### src/pkg/ssfv_pkg.sv
/*
  constants, register indices and carrier structs for the servo drive
  status and fault variable bank.
  assumes one 100 MHz clock and a word-indexed register port.
*/
package ssfv_pkg;

  localparam int CLK_PERIOD_NS = 10;
  localparam int VEL_PERIOD_US = 26210;
  localparam int VEL_CYCLES = VEL_PERIOD_US * 1000 / CLK_PERIOD_NS;
  localparam int VEL_CNT_W = 22;

  localparam logic [4:0] REG_EXT_FAULT = 5'h00;
  localparam logic [4:0] REG_FAULT_CODE = 5'h01;
  localparam logic [4:0] REG_STATUS = 5'h02;
  localparam logic [4:0] REG_INPUTS = 5'h03;
  localparam logic [4:0] REG_SWITCHES = 5'h04;
  localparam logic [4:0] REG_FB_FAULT = 5'h05;
  localparam logic [4:0] REG_ANGLE = 5'h06;
  localparam logic [4:0] REG_TURNS = 5'h07;
  localparam logic [4:0] REG_RAW_VEL = 5'h08;
  localparam logic [4:0] REG_FILT_VEL = 5'h09;
  localparam logic [4:0] REG_HS_TEMP = 5'h0a;
  localparam logic [4:0] REG_HS_TRIP = 5'h0b;
  localparam logic [4:0] REG_IDENT = 5'h0c;
  localparam logic [4:0] REG_LW_VERSION = 5'h0d;
  localparam logic [4:0] REG_SW_ENABLE = 5'h0e;
  localparam logic [4:0] REG_FAULT_CLEAR = 5'h0f;
  localparam logic [4:0] REG_STEP_COUNT = 5'h10;

  localparam logic SW_ENABLE_RST = 1'b1;
  localparam logic [15:0] EXT_FAULT_RST = 16'h0000;
  localparam logic [4:0] FAULT_CODE_RST = 5'h00;
  localparam logic [4:0] FAULT_CODE_DRIVE_TEMP = 5'h03;
  localparam int EXT_BIT_OVER_TEMP = 7;

  // identity values below are arbitrary
  localparam logic [3:0] LOGIC_HW_REV = 4'h1;
  localparam logic [23:0] LW_VERSION = 24'h01_0001;
  localparam logic [31:0] VALID_MODEL_MASK = 32'h0000_00fe;

  // heat sink values in tenths of a degree C, signed
  localparam logic [15:0] HS_TRIP_RST = 16'h0560;

  // motor current is a fraction of peak in 1/65536 units
  localparam logic [15:0] CUR_HI_TH = 16'(53 * 65536 / 100);
  localparam logic [15:0] CUR_LO_TH = 16'((32 * 65536 + 99) / 100);
  // commutation frequency in hundredths of a hertz
  localparam logic [15:0] FREQ_LO_TH = 16'h0122;
  localparam logic [15:0] FREQ_HI_TH = 16'h01dd;

  localparam logic [2:0] FB_SENSOR_ERR = 3'b001;
  localparam logic [2:0] FB_MULTI_TURN = 3'b011;
  localparam logic [2:0] MODE_POSITION = 3'b011;
  localparam logic SRC_STEP_DIR = 1'b1;

  typedef struct packed {
    logic hall_w;
    logic hall_v;
    logic hall_u;
    logic enable_in;
    logic step_in;
    logic dinp2;
    logic dinp3;
    logic dinp4;
    logic [3:0] dip;
    logic [3:0] rotary;
    logic [4:0] model;
  } ssfv_pins_s;

  typedef struct packed {
    logic [23:0] angle;
    logic [11:0] turns;
    logic [15:0] raw_vel;
    logic [2:0] dev_fault;
  } ssfv_fb_s;

endpackage

### src/hw/ssfv_status_bank.sv
/*
  status and fault variable bank of a brushless servo drive.
  assumes pins arrive asynchronous, feedback and fault events come from
  logic on ref_clk, and the register port follows a one-cycle strobe master.
*/
// Contract
// - sixteen-bit extended fault word, bits taken apart from fault codes; heat sink trip sets bit 7 with code 3
// - simultaneous faults are ORed; word holds last active value
// - primary fault code equals LED blink count; codes 2 to 10
// - primary fault codes 11 to 20 cover feedback, comms, option card
// - foldback flag is 1 while current-time overload acts, else 0
// - hall state is W at bit 2, V bit 1, U bit 0
// - step counts on conducting to non-conducting edge in step/dir position mode
// - opto input bit reads 0 when current flows, 1 otherwise
// - logic hardware revision is a four-bit wrapping value
// - base unit code 0 to 31; undefined codes flag configuration error
// - shaft angle holds 24 bits per revolution, low 8 fractional
// - turn count is a signed sample from -2048 to +2047
// - half PWM rate when current above 0.53 peak and frequency below 2.9 Hz
// - base PWM rate when current below 0.32 peak or frequency above 4.77 Hz
// - DIP switch four bits, position 1 lsb, open reads high
// - feedback fault code 001 sensor error, 011 multi-turn, else none
// - raw velocity sample is signed 0.5588 rpm per lsb
// - filtered velocity is angle difference over 26.21 ms
// - logicware version is three bytes: major, minor, suffix
// - rotary switch value 0 to 9
// - heat sink fault when temperature reaches read-only trip value
// - writing 1 to fault clear clears fault logic; 0 does nothing
`timescale 1ns/1ps
module ssfv_status_bank #(
  parameter int VEL_CYCLES = ssfv_pkg::VEL_CYCLES
) (
  input wire logic ref_clk,
  input wire logic reset_n,
  input wire logic [4:0] reg_addr,
  input wire logic [31:0] reg_wdata,
  input wire logic reg_wr,
  input wire logic reg_rd,
  output logic [31:0] reg_rdata,
  input wire ssfv_pkg::ssfv_pins_s pins,
  input wire ssfv_pkg::ssfv_fb_s fb,
  input wire logic [15:0] ext_fault_evt,
  input wire logic [4:0] fault_code_in,
  input wire logic overload_active,
  input wire logic six_step_in,
  input wire logic [15:0] motor_current,
  input wire logic [15:0] commutation_freq,
  input wire logic [15:0] heatsink_temperature,
  input wire logic [2:0] control_mode_select,
  input wire logic position_command_source,
  output logic motor_power_en,
  output logic pwm_half_rate_flag,
  output logic [4:0] primary_fault_code,
  output logic fault_clear_pulse
);

  logic rst_meta_q;
  logic rst_n;
  ssfv_pkg::ssfv_pins_s pins_meta_q;
  ssfv_pkg::ssfv_pins_s pins_q;
  logic step_prev_q;
  logic [15:0] ext_fault_q;
  logic fault_active_q;
  logic [4:0] fault_code_q;
  logic foldback_q;
  logic half_q;
  logic sw_enable_q;
  logic clr_q;
  logic power_q;
  logic [31:0] step_count_q;
  ssfv_pkg::ssfv_fb_s fb_q;
  logic [23:0] vel_prev_q;
  logic [23:0] filt_vel_q;
  logic [ssfv_pkg::VEL_CNT_W-1:0] vel_cnt_q;
  logic [31:0] rdata_q;
  logic [15:0] fault_evt;
  logic hs_trip;
  logic model_err;
  logic [2:0] hall_state;
  logic step_mode;
  logic step_edge;
  logic vel_tick;
  logic sw_wr;
  logic clr_wr;

  // reset release through two flops
  always_ff @(posedge ref_clk or negedge reset_n)
  begin
    if (!reset_n)
    begin
      rst_meta_q <= 1'b0;
      rst_n <= 1'b0;
    end
    else
    begin
      rst_meta_q <= 1'b1;
      rst_n <= rst_meta_q;
    end
  end

  // pin synchroniser
  always_ff @(posedge ref_clk or negedge rst_n)
  begin
    if (!rst_n)
    begin
      pins_meta_q <= '1;
      pins_q <= '1;
    end
    else
    begin
      pins_meta_q <= pins;
      pins_q <= pins_meta_q;
    end
  end

  assign hall_state = {pins_q.hall_w, pins_q.hall_v, pins_q.hall_u};
  assign hs_trip = $signed(heatsink_temperature) >= $signed(ssfv_pkg::HS_TRIP_RST);
  assign model_err = !ssfv_pkg::VALID_MODEL_MASK[pins_q.model];
  assign sw_wr = reg_wr && (reg_addr == ssfv_pkg::REG_SW_ENABLE);
  assign clr_wr = reg_wr && (reg_addr == ssfv_pkg::REG_FAULT_CLEAR) && reg_wdata[0];

  always_comb
  begin
    fault_evt = ext_fault_evt;
    fault_evt[ssfv_pkg::EXT_BIT_OVER_TEMP] = ext_fault_evt[ssfv_pkg::EXT_BIT_OVER_TEMP] | hs_trip;
  end

  // extended fault word keeps the last non-empty fault set
  always_ff @(posedge ref_clk or negedge rst_n)
  begin
    if (!rst_n)
      ext_fault_q <= ssfv_pkg::EXT_FAULT_RST;
    else if (fault_evt != 16'h0000)
      ext_fault_q <= fault_evt;
  end

  // primary fault code latch, a new fault beats a clear
  always_ff @(posedge ref_clk or negedge rst_n)
  begin
    if (!rst_n)
    begin
      fault_active_q <= 1'b0;
      fault_code_q <= ssfv_pkg::FAULT_CODE_RST;
    end
    else if ((!fault_active_q || clr_q) && fault_code_in != 5'h00)
    begin
      fault_active_q <= 1'b1;
      fault_code_q <= fault_code_in;
    end
    else if ((!fault_active_q || clr_q) && hs_trip)
    begin
      fault_active_q <= 1'b1;
      fault_code_q <= ssfv_pkg::FAULT_CODE_DRIVE_TEMP;
    end
    else if (clr_q)
    begin
      fault_active_q <= 1'b0;
      fault_code_q <= ssfv_pkg::FAULT_CODE_RST;
    end
  end

  // software clear pulse
  always_ff @(posedge ref_clk or negedge rst_n)
  begin
    if (!rst_n)
      clr_q <= 1'b0;
    else
      clr_q <= clr_wr;
  end

  always_ff @(posedge ref_clk or negedge rst_n)
  begin
    if (!rst_n)
      foldback_q <= 1'b0;
    else
      foldback_q <= overload_active;
  end

  // pwm half rate with hysteresis
  always_ff @(posedge ref_clk or negedge rst_n)
  begin
    if (!rst_n)
      half_q <= 1'b0;
    else if (!half_q && motor_current > ssfv_pkg::CUR_HI_TH
             && commutation_freq < ssfv_pkg::FREQ_LO_TH)
      half_q <= 1'b1;
    else if (half_q && (motor_current < ssfv_pkg::CUR_LO_TH
             || commutation_freq > ssfv_pkg::FREQ_HI_TH))
      half_q <= 1'b0;
  end

  // software power enable, the only host-writable variable besides fault clear
  always_ff @(posedge ref_clk or negedge rst_n)
  begin
    if (!rst_n)
      sw_enable_q <= ssfv_pkg::SW_ENABLE_RST;
    else if (sw_wr)
      sw_enable_q <= reg_wdata[0];
  end

  always_ff @(posedge ref_clk or negedge rst_n)
  begin
    if (!rst_n)
      power_q <= 1'b0;
    else
      power_q <= sw_enable_q && !pins_q.enable_in;
  end

  // step counting on the release of input current
  assign step_mode = control_mode_select == ssfv_pkg::MODE_POSITION
                     && position_command_source == ssfv_pkg::SRC_STEP_DIR;
  assign step_edge = !step_prev_q && pins_q.step_in;

  always_ff @(posedge ref_clk or negedge rst_n)
  begin
    if (!rst_n)
      step_prev_q <= 1'b1;
    else
      step_prev_q <= pins_q.step_in;
  end

  always_ff @(posedge ref_clk or negedge rst_n)
  begin
    if (!rst_n)
      step_count_q <= 32'h0000_0000;
    else if (step_mode && step_edge)
      step_count_q <= pins_q.dinp4 ? step_count_q + 32'h0000_0001
                                   : step_count_q - 32'h0000_0001;
  end

  // feedback sample capture
  always_ff @(posedge ref_clk or negedge rst_n)
  begin
    if (!rst_n)
      fb_q <= '0;
    else
      fb_q <= fb;
  end

  // filtered velocity period timer
  assign vel_tick = vel_cnt_q == ssfv_pkg::VEL_CNT_W'(VEL_CYCLES - 1);

  always_ff @(posedge ref_clk or negedge rst_n)
  begin
    if (!rst_n)
      vel_cnt_q <= '0;
    else if (vel_tick)
      vel_cnt_q <= '0;
    else
      vel_cnt_q <= vel_cnt_q + 1'b1;
  end

  always_ff @(posedge ref_clk or negedge rst_n)
  begin
    if (!rst_n)
    begin
      vel_prev_q <= 24'h00_0000;
      filt_vel_q <= 24'h00_0000;
    end
    else if (vel_tick)
    begin
      vel_prev_q <= fb_q.angle;
      filt_vel_q <= fb_q.angle - vel_prev_q;
    end
  end

  // register read, data stands one cycle
  always_ff @(posedge ref_clk or negedge rst_n)
  begin
    if (!rst_n)
      rdata_q <= 32'h0000_0000;
    else if (!reg_rd)
      rdata_q <= 32'h0000_0000;
    else
    begin
      unique case (reg_addr)
        ssfv_pkg::REG_EXT_FAULT: rdata_q <= {16'h0000, ext_fault_q};
        ssfv_pkg::REG_FAULT_CODE: rdata_q <= {26'h000_0000, fault_active_q, fault_code_q};
        ssfv_pkg::REG_STATUS: rdata_q <= {25'h000_0000, power_q, model_err, hs_trip,
                                          six_step_in, half_q, foldback_q, sw_enable_q};
        ssfv_pkg::REG_INPUTS: rdata_q <= {24'h00_0000, pins_q.enable_in, pins_q.step_in,
                                          pins_q.dinp2, pins_q.dinp3, pins_q.dinp4,
                                          hall_state};
        ssfv_pkg::REG_SWITCHES: rdata_q <= {24'h00_0000, pins_q.rotary,
                                            pins_q.dip};
        ssfv_pkg::REG_FB_FAULT: rdata_q <= {27'h000_0000,
                                            fb_q.dev_fault == ssfv_pkg::FB_MULTI_TURN,
                                            fb_q.dev_fault == ssfv_pkg::FB_SENSOR_ERR,
                                            fb_q.dev_fault};
        ssfv_pkg::REG_ANGLE: rdata_q <= {8'h00, fb_q.angle};
        ssfv_pkg::REG_TURNS: rdata_q <= {{20{fb_q.turns[11]}}, fb_q.turns};
        ssfv_pkg::REG_RAW_VEL: rdata_q <= {{16{fb_q.raw_vel[15]}}, fb_q.raw_vel};
        ssfv_pkg::REG_FILT_VEL: rdata_q <= {{8{filt_vel_q[23]}}, filt_vel_q};
        ssfv_pkg::REG_HS_TEMP: rdata_q <= {16'h0000, heatsink_temperature};
        ssfv_pkg::REG_HS_TRIP: rdata_q <= {16'h0000, ssfv_pkg::HS_TRIP_RST};
        ssfv_pkg::REG_IDENT: rdata_q <= {23'h00_0000, pins_q.model,
                                         ssfv_pkg::LOGIC_HW_REV};
        ssfv_pkg::REG_LW_VERSION: rdata_q <= {8'h00, ssfv_pkg::LW_VERSION};
        ssfv_pkg::REG_SW_ENABLE: rdata_q <= {31'h0000_0000, sw_enable_q};
        ssfv_pkg::REG_STEP_COUNT: rdata_q <= step_count_q;
        default: rdata_q <= 32'h0000_0000;
      endcase
    end
  end

  assign reg_rdata = rdata_q;
  assign motor_power_en = power_q;
  assign pwm_half_rate_flag = half_q;
  assign primary_fault_code = fault_code_q;
  assign fault_clear_pulse = clr_q;
endmodule // ssfv_status_bank

### config.mk
export PLATFORM = sky130hd
export DESIGN_NAME = ssfv_status_bank
export DESIGN_NICKNAME = d
export VERILOG_FILES = /design/src/pkg/ssfv_pkg.sv /design/src/hw/ssfv_status_bank.sv
export SDC_FILE = /design/constraint.sdc
export NUM_CORES = 1
export LEC_CHECK = 0
export ABC_CLOCK_PERIOD_IN_PS = 9400
export BUFFER_PORTS_ARGS = -buffer_cell sky130_fd_sc_hd__buf_4
export CORE_ASPECT_RATIO = 0.7
export CORE_UTILIZATION = 45
export CTS_BUF_LIST = sky130_fd_sc_hd__clkbuf_16
export CTS_CLUSTER_SIZE = 14
export DETAILED_ROUTE_END_ITERATION = 12
export PLACE_DENSITY_LB_ADDON = 0.2
export SLEW_MARGIN = 30
export SYNTH_ARGS = -nofsm -noshare
export SYNTH_HDL_FRONTEND = slang
export SYNTH_SLANG_ARGS = --single-unit
### constraint.sdc
create_clock -name ref_clk -period 9.4 [get_ports ref_clk]
set_clock_uncertainty 0.15 [all_clocks]
set_input_delay 1.41 -clock ref_clk [delete_from_list [all_inputs] [get_ports ref_clk]]
set_output_delay 1.41 -clock ref_clk [all_outputs]
set_load 0.05 [all_outputs]
# Word level (Yosys, flattened, before mapping)
# Memories as Yosys holds them, arrays and structs flattened.
# Index checks and enable logic that the tools add are counted.
# op_classes
addsub	4
n_lt_le_gt_ge	6
eq_ne	20
mux	13
bitwise	1
reduce_logical	24
# op_table
operator	n
one-hot mux 32 bit (16 select lines)	1
two-way mux 32 bit	2
equality test 5 x 4 -> 1 bit (second input constant)	8
adder 32 x 1 -> 32 bit (second input constant)	1
subtractor 32 x 1 -> 32 bit (second input constant)	1
subtractor 24 bit	1
adder 22 x 1 -> 22 bit (second input constant)	1
equality test 22 bit (second input constant)	1
two-way mux 22 bit	1
equality test 5 x 3 -> 1 bit (second input constant)	4
greater-or-equal comparator 16 x 12 -> 1 bit (second input constant)	1
> comparator 16 bit (second input constant)	1
> comparator 16 x 9 -> 1 bit (second input constant)	1
less-than comparator 16 x 15 -> 1 bit (second input constant)	1
less-than comparator 16 x 9 -> 1 bit (second input constant)	1
nonzero test 16 bit	1
two-way mux 5 bit	3
logical AND 1 bit	12
equality test 5 x 2 -> 1 bit (second input constant)	2
equality test 3 x 2 -> 1 bit (second input constant)	2
less-than comparator 5 x 6 -> 1 bit (second input constant)	1
two-way mux 1 bit	6
equality test 5 x 1 -> 1 bit (second input constant)	1
equality test 5 bit (second input constant)	1
other kinds (8)	13
# totals
reg_bits	261
mem_bits_ro	32
input_bits	192
out_inout_bits	40
elab_cells	111
mem_count	1
# memory_table
name	depth	width	rd	rd_ports_with_merged_regs	wr	line	source
(no name shown)	32	1	1	0	0	ssfv_status_bank.sv:118	assign model_err = !ssfv_pkg::VALID_MODEL_MASK[pins_q.model];

# Depth between registers and ports, before layout
# logic_depth
depth_word	5
ltp_mapped	11
ltp_nobuf	11

# Worst setup path before layout
# No wires, ideal clock.
# synth_path
kind	register to register
from	register pins_q[13] in the netlist's numbering
to	register step_count_q[29]
setup_ps	69
t_arrival_ps	3110
required_time_ps	9181
setup_slack_ps	6071
stages_incl_launch_ff	12
path_buffers	1
period_less_slack_ps	3329
path_cell_list	dfstp_2 -> inv_1 -> ha_1 -> buf_6 -> a21oi_4 -> nand2_1 -> o22a_1 -> or3b_1 -> o221a_2 -> o211a_1 -> or3_1 -> nand3_1
# synth_via
elab_chain_len	1
# synth_rtl
item	line	source
start: declaration	ssfv_status_bank.sv:60	ssfv_pkg::ssfv_pins_s pins_q;
start signal: assignment	ssfv_status_bank.sv:112	pins_q <= pins_meta_q;
two-way mux 32 bit	ssfv_status_bank.sv:227	step_count_q <= pins_q.dinp4 ? step_count_q + 32'h0000_0001
end signal: assignment	ssfv_status_bank.sv:227	
end: declaration	ssfv_status_bank.sv:70	logic [31:0] step_count_q;
# Every way passes these cells.
# A chain may end at the register's enable or synchronous reset.

# Worst setup path in the final report
# layout_path
from	input reg_addr[4]
to	register rdata_q[23], in the netlist reg_rdata[23]
# layout_via
elab_chain_len	3
elab_cells_between_ends	18
classes_between	eq/ne (15); mux (2); reduce/logical (1)
# layout_rtl
item	line	source
start: declaration	ssfv_status_bank.sv:35	input wire logic [4:0] reg_addr,
equality test 5 bit, or another cell as far along	ssfv_status_bank.sv:276	unique case (reg_addr)
one-hot mux 32 bit (16 select lines) *	ssfv_status_bank.sv:276	
two-way mux 32 bit *	ssfv_status_bank.sv:272	else if (!reg_rd)
end signal: assignment	ssfv_status_bank.sv:277	ssfv_pkg::REG_EXT_FAULT: rdata_q <= {16'h0000, ext_fault_q};
end signal: assignment	ssfv_status_bank.sv:278	ssfv_pkg::REG_FAULT_CODE: rdata_q <= {26'h000_0000, fault_active_q, fault_code_q};
end signal: assignment	ssfv_status_bank.sv:279	ssfv_pkg::REG_STATUS: rdata_q <= {25'h000_0000, power_q, model_err, hs_trip,
end: declaration	ssfv_status_bank.sv:75	logic [31:0] rdata_q;
# Mark *: on every way between the ends. The rest lies on a longest branch, timed or not.

==> flow_metrics.py <==
metrics = {
    "setup_path": {
        "r2r_start": "pins_q[13]",
        "ff2ff_path_depth": 11,
        "worstPathRequired_ps": 9630,
        "critical_path.startpoint": "reg_addr[4]",
        "end_kind": "flip-flop",
        "path_max_fanout": 10,
        "cp_slowest_cell": "a21boi_1",
        "worstPathArrival_ps": 4040,
        "crit_top_cell": "buf_4",
        "r2r_end": "step_count_q[28]",
        "critPathKind": "primary input to flip-flop",
        "cp_cell_sequence": "buf_4 > nand2b_1 > nor3_1 > buf_4 > and2_1 > a21oi_2 > a21boi_1 > a21oi_1",
        "cp-start-kind": "primary input",
        "crit_path_max_incr_delay_ps": 860,
        "reg2reg_setup_slack_ps": 5830,
    },
    "hold_path": {
        "hold_path_class": "flip-flop to asynchronous set/reset pin",
    },
    "global_route": {
        "grt_start_max_net_pins": 187,
        "antenna_found_initial": 0,
        "gr-total-overflow": 0,
        "grt.total_usage_pct": 24.8,
        "grt_pass1_vias": 9767,
        "grt_pass1_wl_um": 54800,
    },
    "finish": {
        "fillers": 2354,
        "drive_gt1_share_pct": 21.9,
        "multi_input_area_um2": 5690,
        "area_growth_pct": 22.1,
        "finish.utilization_pct": 56.7,
        "nets": 1671,
        "antenna_cells": 0,
        "seqCellArea_um2": 6590,
    },
    "pwr": {
        "power_density_nw_per_um2": 194,
        "vdd_drop_max_mv": 0.125,
        "power_leakage_nw": 7.20,
        "fin_total_pwr_mw": 2.97,
    },
    "flow_run": {
        "cap_violations": 0,
    },
    "clock_network": {
        "htree_levels": 1,
        "cts_buffer_depth": 3,
        "cts_resized": 0,
        "numCtsBuffers": 26,
        "clk_latency_ps": 550,
        "ctsHoldBuffers": 0,
        "cts_root_buf": "clkbuf_16",
        "cts.reportedPaths.clkPinSlew_ps": 60,
        "post_cts_buffers": 0,
        "tritoncts": "done",
        "clkSinkCount": 261,
    },
    "sta": {
        "fin_tns_setup_ps": 0,
        "fmax_mhz": 262,
        "worst_pin_slew_ps": 997,
        "finalCritPeriodShare_pct": 40.6,
        "post-route-min-period_ps": 3810,
        "rsz0062_at_grt": "no",
        "slew_headroom_pct": 33.4,
        "finalHoldViolCount": 0,
        "maxSlewViolCount": 0,
        "setup_violations": 0,
    },
    "die": {
        "die_w_um": 202,
        "die_h_um": 142,
        "core-area_um2": 27100,
        "pin_count": 232,
        "row_count": 50,
        "start_util_pct": 46.4,
        "dieArea_um2": 28600,
    },
    "detailed_routing": {
        "vias": 10242,
        "drt.antenna.violating_nets": 0,
        "viasPerCell": 5.67,
        "dr.first_iter.drc_count": 627,
        "drc": 0,
        "wl_per_cell_um": 19.4,
        "wirelength_um": 35000,
        "drt_pass1_iterations": 6,
    },
    "synthesis": {
        "synth_warnings": 0,
        "syn_avg_cell_area_um2": 10.2,
        "postSynthCellCount": 1235,
        "ys_seq_area_share_pct": 52.4,
        "syn-cell-area_um2": 12600,
        "synth_nets": 1483,
        "async_reset_ff_share_pct": 100,
        "synth_flop_cell": "dfrtp_1",
        "synth.distinct_cells": 70,
        "synth_edf_count": 0,
        "ys_ff_latch": 261,
    },
    "placed_design": {
        "gp_congestion": 0.906,
        "hpwl_um": 25800,
        "portBuffers": 199,
    },
    "run_status": {
        "status": "complete, no violations",
    },
}
## layout make-up
class	count	share of cell area, %
flip-flops and latches	261	42.9
repair buffers	213	10.6
multi-input cells	884	37.1
inverters	37	0.905
clock inverters	21	1.11
well taps	364	2.97
clock buffers	27	4.40
## flip-flops by register name, summed over array words and instances (netlist names), 3 cells and up
name	cells
primary_fault_code	5
fb_q	55
pins_q	18
ext_fault_q	16
reg_rdata	32
step_count_q	32
vel_cnt_q	22
vel_prev_q	24
hall_state	3
filt_vel_q	24
pins_meta_q	21
## power breakdown
group | total, mW | internal [mW] | switching [mW] | leakage, nW
Sequential | 1.29 | 1.21 | 0.0751 | 3.02
Combinational | 0.643 | 0.279 | 0.364 | 3.73
Clock | 1.04 | 0.600 | 0.443 | 0.445
## worst max-delay path by stage
stage                                 to  slack, ps  depth (start not counted)
after global routing       reg_rdata[24]       5410                          8
final                      reg_rdata[23]       5590                          8
after global placement      reg_rdata[4]       5110                          8
after detailed placement    reg_rdata[4]       5070                          8
after floorplan           ext_fault_q[0]       1510                          0
after CTS                   reg_rdata[4]       5640                          8
## routing by layer
metal  up-vias  wire [um]  GRT usage, %
met3        50       2420          5.14
met5         -          0             0
met4         0        816          6.74
met2       367      15200          36.7
met1      4928      16600          36.7
li1       4897          -             -
## kinds of logic after synthesis
logic type	Yosys count	share of synthesized area (%)
AO/OA/AOI/OAI	388	20.6
adder cells (fa/ha/maj)	56	5.69
other	1	0.0298
XOR/XNOR	56	3.90
buffers and inverters	90	2.83
multiplexers	7	0.577
AND/OR/NAND/NOR	376	14.0
flip-flops	261	52.4
## synthesized netlist by cell type, types with 5 or more instances
master | number | share of area, %
a222oi_1 | 6 | 0.48
a211o_1 | 6 | 0.42
nand2_1 | 159 | 4.7
a211oi_1 | 8 | 0.48
ha_1 | 54 | 5.4
dfrtp_1 | 217 | 43
dfstp_2 | 44 | 9.2
a22oi_1 | 26 | 1.6
a21o_1 | 42 | 2.5
o21ai_0 | 90 | 3.6
inv_1 | 37 | 1.1
a22o_1 | 13 | 0.91
clkbuf_1 | 39 | 1.2
nand4_1 | 19 | 0.94
nor2_1 | 67 | 2.0
xnor2_1 | 27 | 1.9
nor3_1 | 27 | 1.1
and2_1 | 6 | 0.30
a221oi_1 | 24 | 1.7
or3_1 | 6 | 0.30
o211ai_1 | 7 | 0.42
a21oi_1 | 75 | 3.0
xor2_1 | 29 | 2.0
nor4_1 | 10 | 0.50
o21a_1 | 11 | 0.66
and3_1 | 11 | 0.55
buf_2 | 9 | 0.36
a31oi_1 | 26 | 1.3
mux2i_1 | 5 | 0.40
nand2b_1 | 11 | 0.55
o31ai_1 | 10 | 0.60
nor3b_1 | 6 | 0.36
nand3_1 | 27 | 1.1
nor2b_1 | 7 | 0.35
## critical path: cells and delay by family
| family | cells | cell delay [ps] |
|---|---|---|
| buf+inv | 2 | 390 |
| compound gates | 3 | 1350 |
| simple gates | 3 | 890 |
## placed cells by master, fill, tap and decap left out, types with 23 or more instances in the layout
master     instances
nor3_1            23
xnor2_1           27
nand2_1          159
a31oi_1           26
a22oi_1           26
xor2_1            29
buf_4            211
inv_1             44
nand3_1           26
a21oi_1           75
clkbuf_16         27
o21ai_0           90
nor2_1            67
dfrtp_1          216
a21o_1            42
ha_1              54
a221oi_1          24
dfstp_2           44
## per-stage QoR
| step | instance area [um^2] | cells | hold slack [ps] | setup slack (ps) |
|---|---|---|---|---|
| floorplan | 12600 | 1235 | 181 | 1510 |
| global placement | 14500 | 1758 | 183 | 5110 |
| detailed placement | 14500 | 1758 | 186 | 5070 |
| CTS | 15300 | 1806 | 189 | 5640 |
| global route | 15400 | 1807 | 200 | 5410 |
| finish | 15400 | 1807 | 158 | 5590 |
(Power assumes the default switching activity.)
